$ cat src/core/uhp_pkg.sv
// Constants and types for the hub port status logic.
// Assumes a 100 MHz device clock and an APB register bus.
//
// What this block does
// One upstream port and four downstream ports.
// Packet engine handles low-level USB protocol work.
// Firmware handles setup, FIFOs, suspend and toggles.
// Two device addresses, hub and compound function.
// Both lines low means nothing connected.
// Low speed attach sets connect, raises interrupt only while line control is zero.
// Full speed attach sets connect, clears speed.
// Firmware programs port speed after connect.
// Connect recorded after non-SE0 over 2.5 us.
// Disconnect after SE0 of 2.0 to 2.5 us.
// Connect status bits 0..3 are ports 1..4.
// Connect status cleared by reset and bus reset.
// Upper four connect status bits read zero.
// Hub drives end-of-packet at EOF1 point.
// Upstream control register layout, cleared on reset.
// Nonzero line control forces upstream port manually.
// Line control codes select forced line levels.
// Bus activity sticky; write 0 clears it.
// Upstream line status bits follow the pins.
// Upstream SE0 of 12 to 16 us is bus reset.
// Hub interrupt held until acknowledged, re-raised.
// Per-port counter filters line state glitches.
package uhp_pkg;

  // ---------------------------------------------------------------
  // Clock and timing
  // ---------------------------------------------------------------
  localparam int CLK_MHZ = 100;
  localparam int CONN_NS = 2500;
  localparam int DISC_MIN_NS = 2000;
  localparam int RST_MIN_US = 12;
  localparam int RST_MAX_US = 16;
  // Connect: strictly more than 2.5 us, so one cycle past the count
  localparam int CONN_CYC = (CONN_NS * CLK_MHZ + 999) / 1000 + 1;
  // Disconnect at 2.0 us, within the 2.0 to 2.5 us window
  localparam int DISC_CYC = (DISC_MIN_NS * CLK_MHZ + 999) / 1000;
  // Bus reset inside the 12..16 us window, taken at 14 us
  localparam int BRST_CYC = (RST_MIN_US + RST_MAX_US) / 2 * CLK_MHZ;
  localparam int FLT_W = 9;
  localparam int BRST_W = 11;

  // ---------------------------------------------------------------
  // Register map
  // ---------------------------------------------------------------
  localparam int NPORT = 4;
  localparam logic [11:0] UPSTREAM_IDX = 12'h01f;
  localparam logic [11:0] CONNECT_IDX = 12'h048;
  localparam logic [11:0] SPEED_IDX = 12'h04a;
  localparam logic [11:0] ADDR_HUB_IDX = 12'h010;
  localparam logic [11:0] ADDR_FN_IDX = 12'h040;
  localparam logic [11:0] IRQ_IDX = 12'h060;
  localparam logic [7:0] UPSTREAM_RST = 8'h00;
  localparam logic [7:0] CONNECT_RST = 8'h00;
  localparam logic [7:0] SPEED_RST = 8'h00;
  localparam logic [6:0] ADDR_RST = 7'h00;
  localparam int ACT_BIT = 3;
  localparam int DM_BIT = 4;
  localparam int DP_BIT = 5;

  // ---------------------------------------------------------------
  // Types
  // ---------------------------------------------------------------
  typedef enum logic [2:0] {
    LC_ENGINE, LC_J, LC_K, LC_SE0, LC_LOW, LC_DPZ_DMLOW,
    LC_DPLOW_DMZ, LC_BOTHZ
  } uhp_linectl_t;

  typedef struct packed {
    logic dp;
    logic dm;
  } uhp_pair_t;

  typedef struct packed {
    logic dp_o;
    logic dp_oe;
    logic dm_o;
    logic dm_oe;
  } uhp_drive_t;

  function automatic logic [11:0] uhp_index(input logic [13:0] a);
    uhp_index = a[13:2];
  endfunction : uhp_index

endpackage : uhp_pkg

$ cat src/core/uhp_port_det.sv
// Connect and disconnect detector for one downstream port.
// Assumes line inputs already synchronised to i_clk.
`timescale 1ns/100ps
module uhp_port_det
  import uhp_pkg::*;
(
  // Clock and reset
  input wire logic i_clk,
  input wire logic i_resetn,
  input wire logic i_clear,
  // Synchronised line state
  input wire uhp_pair_t i_line,
  // Detector results
  output logic o_conn,
  output logic o_low_speed,
  output logic o_change
);

  logic se0;
  logic [FLT_W-1:0] cnt;
  logic next_conn;

  assign se0 = !i_line.dp && !i_line.dm;

  // ---------------------------------------------------------------
  // Filter counter
  // ---------------------------------------------------------------
  // Counts how long the line disagrees with the recorded state; any
  // glitch that returns early restarts the count.
  always_ff @(posedge i_clk)
    if (!i_resetn || i_clear)
      cnt <= '0;
    else if (se0 == !o_conn)
      cnt <= '0;
    else if (cnt != FLT_W'(CONN_CYC))
      cnt <= cnt + FLT_W'(1);

  always_comb
  begin
    next_conn = o_conn;
    if (!o_conn && !se0 && cnt == FLT_W'(CONN_CYC - 1))
      next_conn = 1'b1;
    else if (o_conn && se0 && cnt == FLT_W'(DISC_CYC - 1))
      next_conn = 1'b0;
  end

  always_ff @(posedge i_clk)
    if (!i_resetn || i_clear)
      o_conn <= 1'b0;
    else
      o_conn <= next_conn;

  always_ff @(posedge i_clk)
    if (!i_resetn || i_clear)
      o_change <= 1'b0;
    else
      o_change <= next_conn != o_conn;

  // Speed follows the idle line at connect: D- high means low speed
  always_ff @(posedge i_clk)
    if (!i_resetn || i_clear)
      o_low_speed <= 1'b0;
    else if (next_conn && !o_conn)
      o_low_speed <= i_line.dm;

endmodule : uhp_port_det

$ cat src/core/uhp_hub_status.sv
// Hub port status logic: downstream detection, connect status,
// speed, addresses, hub interrupt, upstream status and forcing.
// Assumes an APB master on i_clk and raw USB pins from outside.
//
// The APB slave port was decided locally.
`timescale 1ns/100ps
module uhp_hub_status
  import uhp_pkg::*;
(
  // Clock and reset
  input wire logic i_clk,
  input wire logic i_resetn,
  // APB slave
  input wire logic i_psel,
  input wire logic i_penable,
  input wire logic i_pwrite,
  input wire logic [13:0] i_paddr,
  input wire logic [31:0] i_pwdata,
  output logic [31:0] o_prdata,
  output logic o_pready,
  output logic o_pslverr,
  // Upstream port pins
  input wire uhp_pair_t i_up_line,
  input wire uhp_drive_t i_engine_drive,
  input wire logic i_engine_activity,
  output uhp_drive_t o_up_drive,
  output logic o_bus_reset,
  // Downstream port pins
  input wire uhp_pair_t [NPORT-1:0] i_dn_line,
  // Engine configuration and hub interrupt
  output logic [6:0] o_addr_hub,
  output logic [6:0] o_addr_fn,
  output logic o_ep_size,
  output logic o_ep_mode,
  output logic o_hub_irq
);

  // One upstream and four downstream ports; packet framing,
  // CRC, handshakes and EOF1 end-of-packet stay in the packet
  // engine, which feeds i_engine_drive.

  // ---------------------------------------------------------------
  // Pin synchronisers
  // ---------------------------------------------------------------
  uhp_pair_t [NPORT:0] s1, s2, s3;
  uhp_pair_t [NPORT:0] stable;

  always_ff @(posedge i_clk)
    if (!i_resetn)
    begin
      s1 <= '0;
      s2 <= '0;
      s3 <= '0;
    end
    else
    begin
      s1 <= {i_up_line, i_dn_line};
      s2 <= s1;
      s3 <= s2;
    end

  // A change counts once stages two and three agree
  always_ff @(posedge i_clk)
    if (!i_resetn)
      stable <= '0;
    else
      for (int i = 0; i <= NPORT; i++)
      begin
        if (s2[i].dp == s3[i].dp)
          stable[i].dp <= s2[i].dp;
        if (s2[i].dm == s3[i].dm)
          stable[i].dm <= s2[i].dm;
      end

  // ---------------------------------------------------------------
  // Upstream bus reset detection
  // ---------------------------------------------------------------
  logic [BRST_W-1:0] brst_cnt;
  logic up_se0;
  logic bus_clr;

  assign up_se0 = !stable[NPORT].dp && !stable[NPORT].dm;

  always_ff @(posedge i_clk)
    if (!i_resetn || !up_se0)
      brst_cnt <= '0;
    else if (brst_cnt != BRST_W'(BRST_CYC))
      brst_cnt <= brst_cnt + BRST_W'(1);

  assign bus_clr = brst_cnt == BRST_W'(BRST_CYC - 1);

  always_ff @(posedge i_clk)
    if (!i_resetn)
      o_bus_reset <= 1'b0;
    else
      o_bus_reset <= up_se0 && brst_cnt >= BRST_W'(BRST_CYC - 1);

  // ---------------------------------------------------------------
  // Downstream detectors
  // ---------------------------------------------------------------
  logic [NPORT-1:0] conn, low_spd, change;

  for (genvar p = 0; p < NPORT; p++)
  begin : g_port
    uhp_port_det u_det (
      .i_clk(i_clk),
      .i_resetn(i_resetn),
      .i_clear(bus_clr),
      .i_line(stable[p]),
      .o_conn(conn[p]),
      .o_low_speed(low_spd[p]),
      .o_change(change[p])
    );
  end

  // ---------------------------------------------------------------
  // Register state
  // ---------------------------------------------------------------
  logic wr_en;
  logic [11:0] idx;
  logic [7:0] up_ctl;
  logic [NPORT-1:0] connect;
  logic [NPORT-1:0] speed;
  logic irq_ack;
  uhp_linectl_t lctl;

  assign idx = uhp_index(i_paddr);
  assign wr_en = i_psel && i_penable && i_pwrite && o_pready;
  assign lctl = uhp_linectl_t'(up_ctl[2:0]);

  // Connect status follows the detectors; writes are accepted but
  // the next detector change overwrites them.
  always_ff @(posedge i_clk)
    if (!i_resetn || bus_clr)
      connect <= CONNECT_RST[NPORT-1:0];
    else if (|change)
      connect <= conn;
    else if (wr_en && idx == CONNECT_IDX)
      connect <= i_pwdata[NPORT-1:0];

  // Speed bit 1 means low speed; firmware rewrites it after the
  // hub interrupt.
  always_ff @(posedge i_clk)
    if (!i_resetn || bus_clr)
      speed <= SPEED_RST[NPORT-1:0];
    else
      for (int i = 0; i < NPORT; i++)
        if (change[i] && conn[i])
          speed[i] <= low_spd[i];
        else if (wr_en && idx == SPEED_IDX)
          speed[i] <= i_pwdata[i];

  always_ff @(posedge i_clk)
    if (!i_resetn || bus_clr)
    begin
      o_addr_hub <= ADDR_RST;
      o_addr_fn <= ADDR_RST;
    end
    else if (wr_en && idx == ADDR_HUB_IDX)
      o_addr_hub <= i_pwdata[6:0];
    else if (wr_en && idx == ADDR_FN_IDX)
      o_addr_fn <= i_pwdata[6:0];

  // Status bits 5 and 4 track pins; activity is sticky, set wins
  always_ff @(posedge i_clk)
    if (!i_resetn)
      up_ctl <= UPSTREAM_RST;
    else
    begin
      up_ctl[DP_BIT] <= stable[NPORT].dp;
      up_ctl[DM_BIT] <= stable[NPORT].dm;
      if (wr_en && idx == UPSTREAM_IDX)
      begin
        up_ctl[7:6] <= i_pwdata[7:6];
        up_ctl[2:0] <= i_pwdata[2:0];
      end
      if (i_engine_activity)
        up_ctl[ACT_BIT] <= 1'b1;
      else if (wr_en && idx == UPSTREAM_IDX && !i_pwdata[ACT_BIT])
        up_ctl[ACT_BIT] <= 1'b0;
    end

  always_ff @(posedge i_clk)
    if (!i_resetn)
    begin
      o_ep_size <= 1'b0;
      o_ep_mode <= 1'b0;
    end
    else
    begin
      o_ep_size <= up_ctl[7];
      o_ep_mode <= up_ctl[6];
    end

  // ---------------------------------------------------------------
  // Upstream line forcing
  // ---------------------------------------------------------------
  // Firmware keeps the field at zero in normal use.
  always_ff @(posedge i_clk)
    if (!i_resetn)
      o_up_drive <= '0;
    else
      case (lctl)
        LC_ENGINE: o_up_drive <= i_engine_drive;
        LC_J: o_up_drive <= '{1'b1, 1'b1, 1'b0, 1'b1};
        LC_K: o_up_drive <= '{1'b0, 1'b1, 1'b1, 1'b1};
        LC_SE0: o_up_drive <= '{1'b0, 1'b1, 1'b0, 1'b1};
        LC_LOW: o_up_drive <= '{1'b0, 1'b1, 1'b0, 1'b1};
        LC_DPZ_DMLOW: o_up_drive <= '{1'b0, 1'b0, 1'b0, 1'b1};
        LC_DPLOW_DMZ: o_up_drive <= '{1'b0, 1'b1, 1'b0, 1'b0};
        default: o_up_drive <= '0;
      endcase

  // ---------------------------------------------------------------
  // Hub interrupt
  // ---------------------------------------------------------------
  // Forced upstream suppresses connect events. Any write to the
  // acknowledge word clears; a change in the same cycle wins.
  assign irq_ack = wr_en && idx == IRQ_IDX;

  always_ff @(posedge i_clk)
    if (!i_resetn || bus_clr)
      o_hub_irq <= 1'b0;
    else if (|change && lctl == LC_ENGINE)
      o_hub_irq <= 1'b1;
    else if (irq_ack)
      o_hub_irq <= 1'b0;

  // ---------------------------------------------------------------
  // APB answer
  // ---------------------------------------------------------------
  // One wait state: setup, access with pready low, then pready high
  always_ff @(posedge i_clk)
    if (!i_resetn)
      o_pready <= 1'b0;
    else
      o_pready <= i_psel && i_penable && !o_pready;

  always_ff @(posedge i_clk)
    if (!i_resetn)
    begin
      o_prdata <= '0;
      o_pslverr <= 1'b0;
    end
    else if (i_psel && i_penable && !o_pready)
    begin
      o_pslverr <= 1'b0;
      o_prdata <= '0;
      if (idx == UPSTREAM_IDX)
        o_prdata[7:0] <= up_ctl;
      else if (idx == CONNECT_IDX)
        o_prdata[7:0] <= {4'h0, connect};
      else if (idx == SPEED_IDX)
        o_prdata[7:0] <= {4'h0, speed};
      else if (idx == ADDR_HUB_IDX)
        o_prdata[7:0] <= {1'b0, o_addr_hub};
      else if (idx == ADDR_FN_IDX)
        o_prdata[7:0] <= {1'b0, o_addr_fn};
      else if (idx == IRQ_IDX)
        o_prdata[7:0] <= {7'h00, o_hub_irq};
      else
        o_pslverr <= 1'b1;
    end
    else
      o_pslverr <= 1'b0;

  // ---------------------------------------------------------------
  // Checks
  // ---------------------------------------------------------------
  AST_CONN_UPPER_ZERO: assert property (@(posedge i_clk)
    disable iff (!i_resetn)
    o_pready && idx == CONNECT_IDX && !i_pwrite |-> o_prdata[7:4] == 4'h0)
    else $error("connect status upper bits not zero");

  AST_BUSRST_CLEARS: assert property (@(posedge i_clk)
    disable iff (!i_resetn)
    bus_clr |=> connect == '0 && !o_hub_irq)
    else $error("bus reset did not clear status");

  AST_IRQ_ON_CHANGE: assert property (@(posedge i_clk)
    disable iff (!i_resetn)
    |change && lctl == LC_ENGINE && !bus_clr |=> o_hub_irq)
    else $error("hub interrupt not raised on change");

  AST_IRQ_HOLD: assert property (@(posedge i_clk)
    disable iff (!i_resetn)
    o_hub_irq && !irq_ack && !bus_clr |=> o_hub_irq)
    else $error("hub interrupt dropped without ack");

  AST_ACT_STICKY: assert property (@(posedge i_clk)
    disable iff (!i_resetn)
    i_engine_activity |=> up_ctl[ACT_BIT])
    else $error("bus activity not set");

  AST_ACT_WR1_KEEP: assert property (@(posedge i_clk)
    disable iff (!i_resetn)
    up_ctl[ACT_BIT] && wr_en && i_pwdata[ACT_BIT] |=> up_ctl[ACT_BIT])
    else $error("writing one cleared activity");

  AST_PIN_STATUS: assert property (@(posedge i_clk)
    disable iff (!i_resetn)
    ##1 up_ctl[DP_BIT] == $past(stable[NPORT].dp))
    else $error("upstream D+ status wrong");

  AST_SE0_FORCE: assert property (@(posedge i_clk)
    disable iff (!i_resetn)
    lctl == LC_SE0 |=> o_up_drive == uhp_drive_t'{1'b0, 1'b1, 1'b0, 1'b1})
    else $error("forced SE0 not driven");

  AST_BUSRST_TIME: assert property (@(posedge i_clk)
    disable iff (!i_resetn)
    o_bus_reset |-> brst_cnt >= BRST_W'(RST_MIN_US * CLK_MHZ - 1))
    else $error("bus reset too early");

  AST_CONN_MATCH: assert property (@(posedge i_clk)
    disable iff (!i_resetn)
    |change && !bus_clr |=> connect == $past(conn))
    else $error("connect status does not match");

  COV_CONNECT: cover property (@(posedge i_clk) |(change & conn));
  COV_DISCONNECT: cover property (@(posedge i_clk) |(change & ~conn));
  COV_FORCED_CHANGE: cover property (@(posedge i_clk)
    |change && lctl != LC_ENGINE);
  COV_BUSRST: cover property (@(posedge i_clk) bus_clr);
  COV_ACK: cover property (@(posedge i_clk) o_hub_irq && irq_ack);

endmodule : uhp_hub_status

$ cat config.mk
export PLATFORM = sky130hd
export DESIGN_NAME = uhp_hub_status
export DESIGN_NICKNAME = d
export VERILOG_FILES = /design/src/core/uhp_pkg.sv /design/src/core/uhp_port_det.sv /design/src/core/uhp_hub_status.sv
export SDC_FILE = /design/constraint.sdc
export NUM_CORES = 1
export LEC_CHECK = 0
export BUFFER_PORTS_ARGS = -buffer_cell sky130_fd_sc_hd__buf_2
export CORE_MARGIN = 1
export CORE_UTILIZATION = 23
export DETAILED_ROUTE_END_ITERATION = 6
export PLACE_DENSITY_LB_ADDON = 0.3
export SLEW_MARGIN = 10
export SYNTH_ARGS = -nofsm -noshare
export SYNTH_HDL_FRONTEND = slang
export SYNTH_SLANG_ARGS = --single-unit
$ cat constraint.sdc
create_clock -name i_clk -period 4 [get_ports i_clk]
set_input_delay 0.8 -clock i_clk [delete_from_list [all_inputs] [get_ports i_clk]]
set_output_delay 0.8 -clock i_clk [all_outputs]
set_load 0.01 [all_outputs]
## Word-level counts from Yosys, hierarchy flattened

Index checks and enable logic that the tools add are counted.
Widths: inputs -> output; s select.

- Word-level logic and storage cells: 243
- Output and inout port bits: 56
- Bits in registers: 147
- Input port bits: 66

- Muxes and demuxes: 30
- Add/sub/neg operators: 5
- Reduce and logical (&&, ||, !) cells: 82
- Bitwise logic cells: 3
- Order comparisons: 1
- Equality and inequality tests: 44

Operators with widths:

| cell | number |
|---|---|
| $eq 9x8->1 const B | 8 |
| $eq 12x7->1 const B | 4 |
| $logic_and 1x1->1 | 42 |
| $add 9x1->9 const B | 4 |
| $ne 9x8->1 const B | 4 |
| $mux 7 | 4 |
| $eq 12x5->1 const B | 2 |
| $pmux 4 s6 | 1 |
| $logic_not 1->1 | 22 |
| $mux 1 | 22 |
| $eq 1x1->1 | 14 |
| $reduce_bool 2->1 | 7 |
| $add 11x1->11 const B | 1 |
| $eq 11x11->1 const B | 1 |
| $ge 11x11->1 const B | 1 |
| $ne 11x11->1 const B | 1 |
| $reduce_or 2->1 | 5 |
| $eq 3x3->1 const B | 3 |
| $mux 4 | 2 |
| $mux 8 | 1 |
| $reduce_or 7->1 | 1 |
| $eq 3x2->1 const B | 2 |
| $ne 1x1->1 | 4 |
| $reduce_or 4->1 | 1 |
| other kinds (5) | 8 |

## Logic depth before layout (Yosys ltp)

- Word-level depth: 7
- Depth in mapped cells: 8
- Gate-level depth less buffers: 8

## Modules after synthesis

A second synthesis with hierarchy kept.

- Cells, all modules: 700
- Area total of the unflattened synthesis: 6,696.4 µm²

By module, submodules not included:

| module | cells an instance | area each (µm²) | times used | sequential area each (µm²) |
|---|---|---|---|---|
| uhp_hub_status | 428 | 4,187.8 | 1 | 1,981.9 |
| uhp_port_det (g_port[0].u_det ...) | 68 | 628.1 | 3 | 240.2 |
| uhp_port_det (g_port[3].u_det) | 68 | 624.3 | 1 | 240.2 |

## Least setup slack after synthesis

Ideal clock, no wire load.

- Kind: in2reg
- Start: input i_paddr[7]
- End: register o_prdata[2]
- Setup slack: 1,498 ps
- Setup time: 127 ps
- Stages: 6
- Buffers on the path: 2
- Arrival: 2,375 ps
- Data required time: 3,873 ps
- Cells stage by stage: or4b_1 > buf_6 > or4_4 > buf_6 > o311ai_4 > a21oi_2

- Word-level cells in the longest chain between the ends: 6
- Elaborated cells on any way between the ends: 10
- Those cells by class: eq/ne: 5; mux: 5

RTL lines:

| element | line | RTL |
|---|---|---|
| start, declared | uhp_hub_status.sv:17 | `input wire logic [13:0] i_paddr,` |
| $eq 12x7->1 | uhp_hub_status.sv:257 | `else if (idx == ADDR_FN_IDX)` |
| $mux 7 | uhp_hub_status.sv:257 |  |
| $mux 7 | uhp_hub_status.sv:255 | `else if (idx == ADDR_HUB_IDX)` |
| $mux 7 | uhp_hub_status.sv:253 | `else if (idx == SPEED_IDX)` |
| $mux 7 | uhp_hub_status.sv:251 | `else if (idx == CONNECT_IDX)` |
| $mux 8 * | uhp_hub_status.sv:249 | `if (idx == UPSTREAM_IDX)` |
| end signal, assigned | uhp_hub_status.sv:250 | `o_prdata[7:0] <= up_ctl;` |
| end signal, assigned | uhp_hub_status.sv:252 | `o_prdata[7:0] <= {4'h0, connect};` |
| end signal, assigned | uhp_hub_status.sv:254 | `o_prdata[7:0] <= {4'h0, speed};` |
| end, declared | uhp_hub_status.sv:19 | `output logic [31:0] o_prdata,` |

Every way passes the cells marked *; elsewhere a longest branch is shown, timed or not.
A chain may end at the register's enable or synchronous reset.

## Worst setup path after layout

- Start: input i_paddr[11]
- End: register o_addr_hub[1]

- Word-level cells in the longest chain between the ends: 2

RTL lines:

| element | line | RTL |
|---|---|---|
| $eq 12x5->1 | uhp_hub_status.sv:159 | `else if (wr_en && idx == ADDR_HUB_IDX)` |
| $logic_and 1x1->1 | uhp_hub_status.sv:159 |  |
| end signal, assigned | uhp_hub_status.sv:160 | `o_addr_hub <= i_pwdata[6:0];` |
| end, declared | uhp_hub_status.sv:31 | `output logic [6:0] o_addr_hub,` |

Every way passes these cells.

==> flow_summary.json <==
{
  "synth_top_cell_by_area": "dfxtp_1",
  "initial_core_util_pct": 23.5,
  "setup_viol": 0,
  "slowest_stage": "or4_1",
  "finalHoldViolations": 0,
  "die-width_um": 171,
  "wire_per_inst_um": 12.9,
  "drive_gt1_share_pct": 15.9,
  "period_minus_slack_ns": 2.57,
  "cts_tree": "yes",
  "finClkSkew_ns": 0.0140,
  "met3_length_um": 559,
  "ys_ff_latch": 147,
  "grt.overflow.total": 0,
  "postCtsHoldBufs": 0,
  "ctsResizeCount": 0,
  "cts-root-buf": "clkbuf_16",
  "synth-xor-area-share_pct": 5.07,
  "num_rows": 61,
  "critPathKind": "in2reg",
  "cap_violations": 0,
  "clock-sinks": 147,
  "peakVddDrop_v": 0.000283,
  "relSlewSlack_pct": 32.4,
  "worstPathCellList": "buf_2 > or4_1 > nor4_4 > mux2i_1 > nor2_1",
  "met1_length_um": 7620,
  "critical-path-top-delay-family": "simple AND/OR/NAND/NOR gates",
  "fin_area_um2": 7750,
  "critPathMaxFanout": 11,
  "tightest_slew_ns": 1.01,
  "drc": 0,
  "syn2layout_area_growth_pct": 18.1,
  "grt_max_degree": 64,
  "clock_latency_ns": 0.42,
  "drtIter0Drc": 258,
  "status": "complete, no violations",
  "layout.nets": 864,
  "synth_edf_count": 0,
  "cts_setup_buffers": 0,
  "synth_top_cell_area_share_pct": 44.8,
  "grt_first_pass_wirelength_um": 24700,
  "vias": 5088,
  "rsz0062_at_grt": "no",
  "clkTransAtPathRegs_ns": 0.06,
  "cp_num_buf_inv": 1,
  "coreArea_um2": 27900,
  "post-route-period-util_pct": 64.1,
  "die-area_um2": 29200,
  "leakage_nw": 2.84,
  "worst_setup_path_end_kind": "flip-flop",
  "ys_seq_area_share_pct": 44.8,
  "multi_input_area_um2": 3310,
  "netlist_area_um2": 6570,
  "grt_antenna_before_repair": 1,
  "synth_area_per_cell_um2": 9.17,
  "clock.fmax_mhz": 390,
  "dp_hpwl_um": 10400,
  "yosysWarnings": 0,
  "synth_cell_types": 58,
  "place_congestion": 0.769,
  "highest_layer": "met4",
  "cp.required_ns": 4.30,
  "synth_top_family_by_area": "simple AND/OR/NAND/NOR gates",
  "synthAdderAreaFrac_pct": 4.19,
  "cp_slowest_stage_delay_ns": 0.85,
  "seq_area_um2": 2940,
  "postSynthCellCount": 716,
  "wirelength_um": 15000,
  "cts.path.max_buffers": 2,
  "cts-buffers-inserted": 17,
  "drtPass1Iterations": 4,
  "via_per_inst": 4.36,
  "synth_compound_area_share_pct": 11.4,
  "synthArstFlopShare_pct": 0,
  "grt_util_all_layers_pct": 10.7,
  "ant_nets": 0,
  "hold_path.class": "reg2reg",
  "critPathLaunchType": "primary input",
  "io_pins": 122,
  "grt_pass1_vias": 4844,
  "synthTopCellsByArea": "dfxtp_1, ha_1, and2_1",
  "h-tree-depth": 4,
  "die_h_um": 171,
  "muxShareOfSynthArea_pct": 3.28,
  "drv_slew": 0,
  "place.port_buffers": 71,
  "dominantRegCellSynth": "dfxtp_1",
  "cp.arrival_ns": 2.87,
  "met2_length_um": 6650,
  "power_density_nw_per_um2": 404,
  "postPlaceCellArea_um2": 7200,
  "fillers": 3036,
  "synth-simple-area-share_pct": 25.1,
  "setup-tns-final_ns": 0
}
power by group:
group	switching, mW	leakage, nW	internal, mW
combinational	0.0832	1.39	0.0470
clock	0.640	0.258	0.869
sequential	0.0121	1.19	1.49
sequential cells by signal (all words and copies together) (netlist names), 7 cells and up:
signal            flops
g_port.u_det.cnt     36
s3                   10
stable               10
o_addr_hub            7
up_ctl                8
brst_cnt             11
o_prdata              8
o_addr_fn             7
s2                   10
s1                   10
placed cells by master, fill, tap and decap left out, types with 4 or more instances in the layout:
master      Yosys  layout
nand3_1        37      37
a21boi_0       16      16
conb_1          1      24
ha_1           22      22
xor2_1         20      20
xnor2_1        18      18
nand3b_1        8       8
or4b_2          4       4
o21ai_0        40      40
nor2_1         49      49
inv_1          19      19
mux2i_1        17      17
dfxtp_1       147     147
buf_2           3      71
mux2_2          4       4
a22oi_1         4       4
a31oi_1         6       6
or3_1           5       5
a221oi_1        4       4
nand2_1        58      58
and4_1          4       4
a2111oi_0       5       5
or4_1           8       8
nor3_1         39      39
and2_1         38      38
clkinvlp_4      0       4
buf_4          26       4
and3_1          6       6
nand4_1         8       8
a211oi_1        7       7
clkbuf_16       0      17
a21oi_1        17      17
nor4_1          9       9
layout make-up:
class,count,area share (%)
clock buffers,19,5.71
well taps,378,6.10
flip-flops and latches,147,37.9
repair buffers,76,5.23
multi-input cells,515,42.7
inverters,19,0.920
clock inverters,11,1.36
diodes,1,0.0323
per-layer routing:
layer / vias up / GRT usage [%]
li1: 2591 / -
met1: 2388 / 14.5
met2: 97 / 16.6
met3: 12 / 2.89
met4: 0 / 3.34
met5: - / 0
worst paths after layout:
| kind | startpoint | to | slack, ns | cells past startpoint |
|---|---|---|---|---|
| hold / removal | s1[0] | s2[0] | 0.43 | 1 |
| setup / recovery | i_paddr[11] | o_addr_hub[1] | 1.43 | 5 |
| setup reg to reg | stable[2] | g_port[1].u_det.o_low_speed | 1.71 | 8 |
| hold reg to reg | s1[0] | s2[0] | 0.43 | 1 |
through the flow:
step | util [%] | cells | hold WS (ns) | worst slack (ns) | total power, mW
final | 27.8 | 1166 | 0.432 | 1.43 | 3.14
after global routing | 27.8 | 1165 | 0.448 | 1.32 | 3.26
after CTS | 27.8 | 1165 | 0.433 | 1.45 | 3.18
after detailed placement | 25.8 | 1135 | 0.418 | 0.989 | 1.66
after global placement | 25.8 | 1135 | 0.416 | 1.02 | 1.66
after floorplan | - | 739 | 0.412 | 1.50 | 1.62
Yosys cell counts (6+ instances only):
cell / count
a21boi_0: 16
nand3b_1: 8
and3_1: 6
xnor2_1: 18
nand3_1: 37
xor2_1: 20
and2_1: 38
nor3_1: 39
or4_1: 8
dfxtp_1: 147
a31oi_1: 6
nand4_1: 8
o21ai_0: 40
inv_1: 19
mux2i_1: 17
a211oi_1: 7
nand2_1: 58
a21oi_1: 17
nor4_1: 9
nor2_1: 49
clkbuf_1: 22
ha_1: 22
buf_4: 26
cell families (layout without fill, tap and decap cells):
kind of cell / after synthesis / in the layout
buf+inv: 77 / 125
xor+xnor: 38 / 38
fa+ha+maj: 22 / 22
flops: 147 / 147
simple gates: 296 / 296
compound gates: 114 / 114
mux: 21 / 21
other cells: 1 / 25
(Power assumes the default switching activity.)
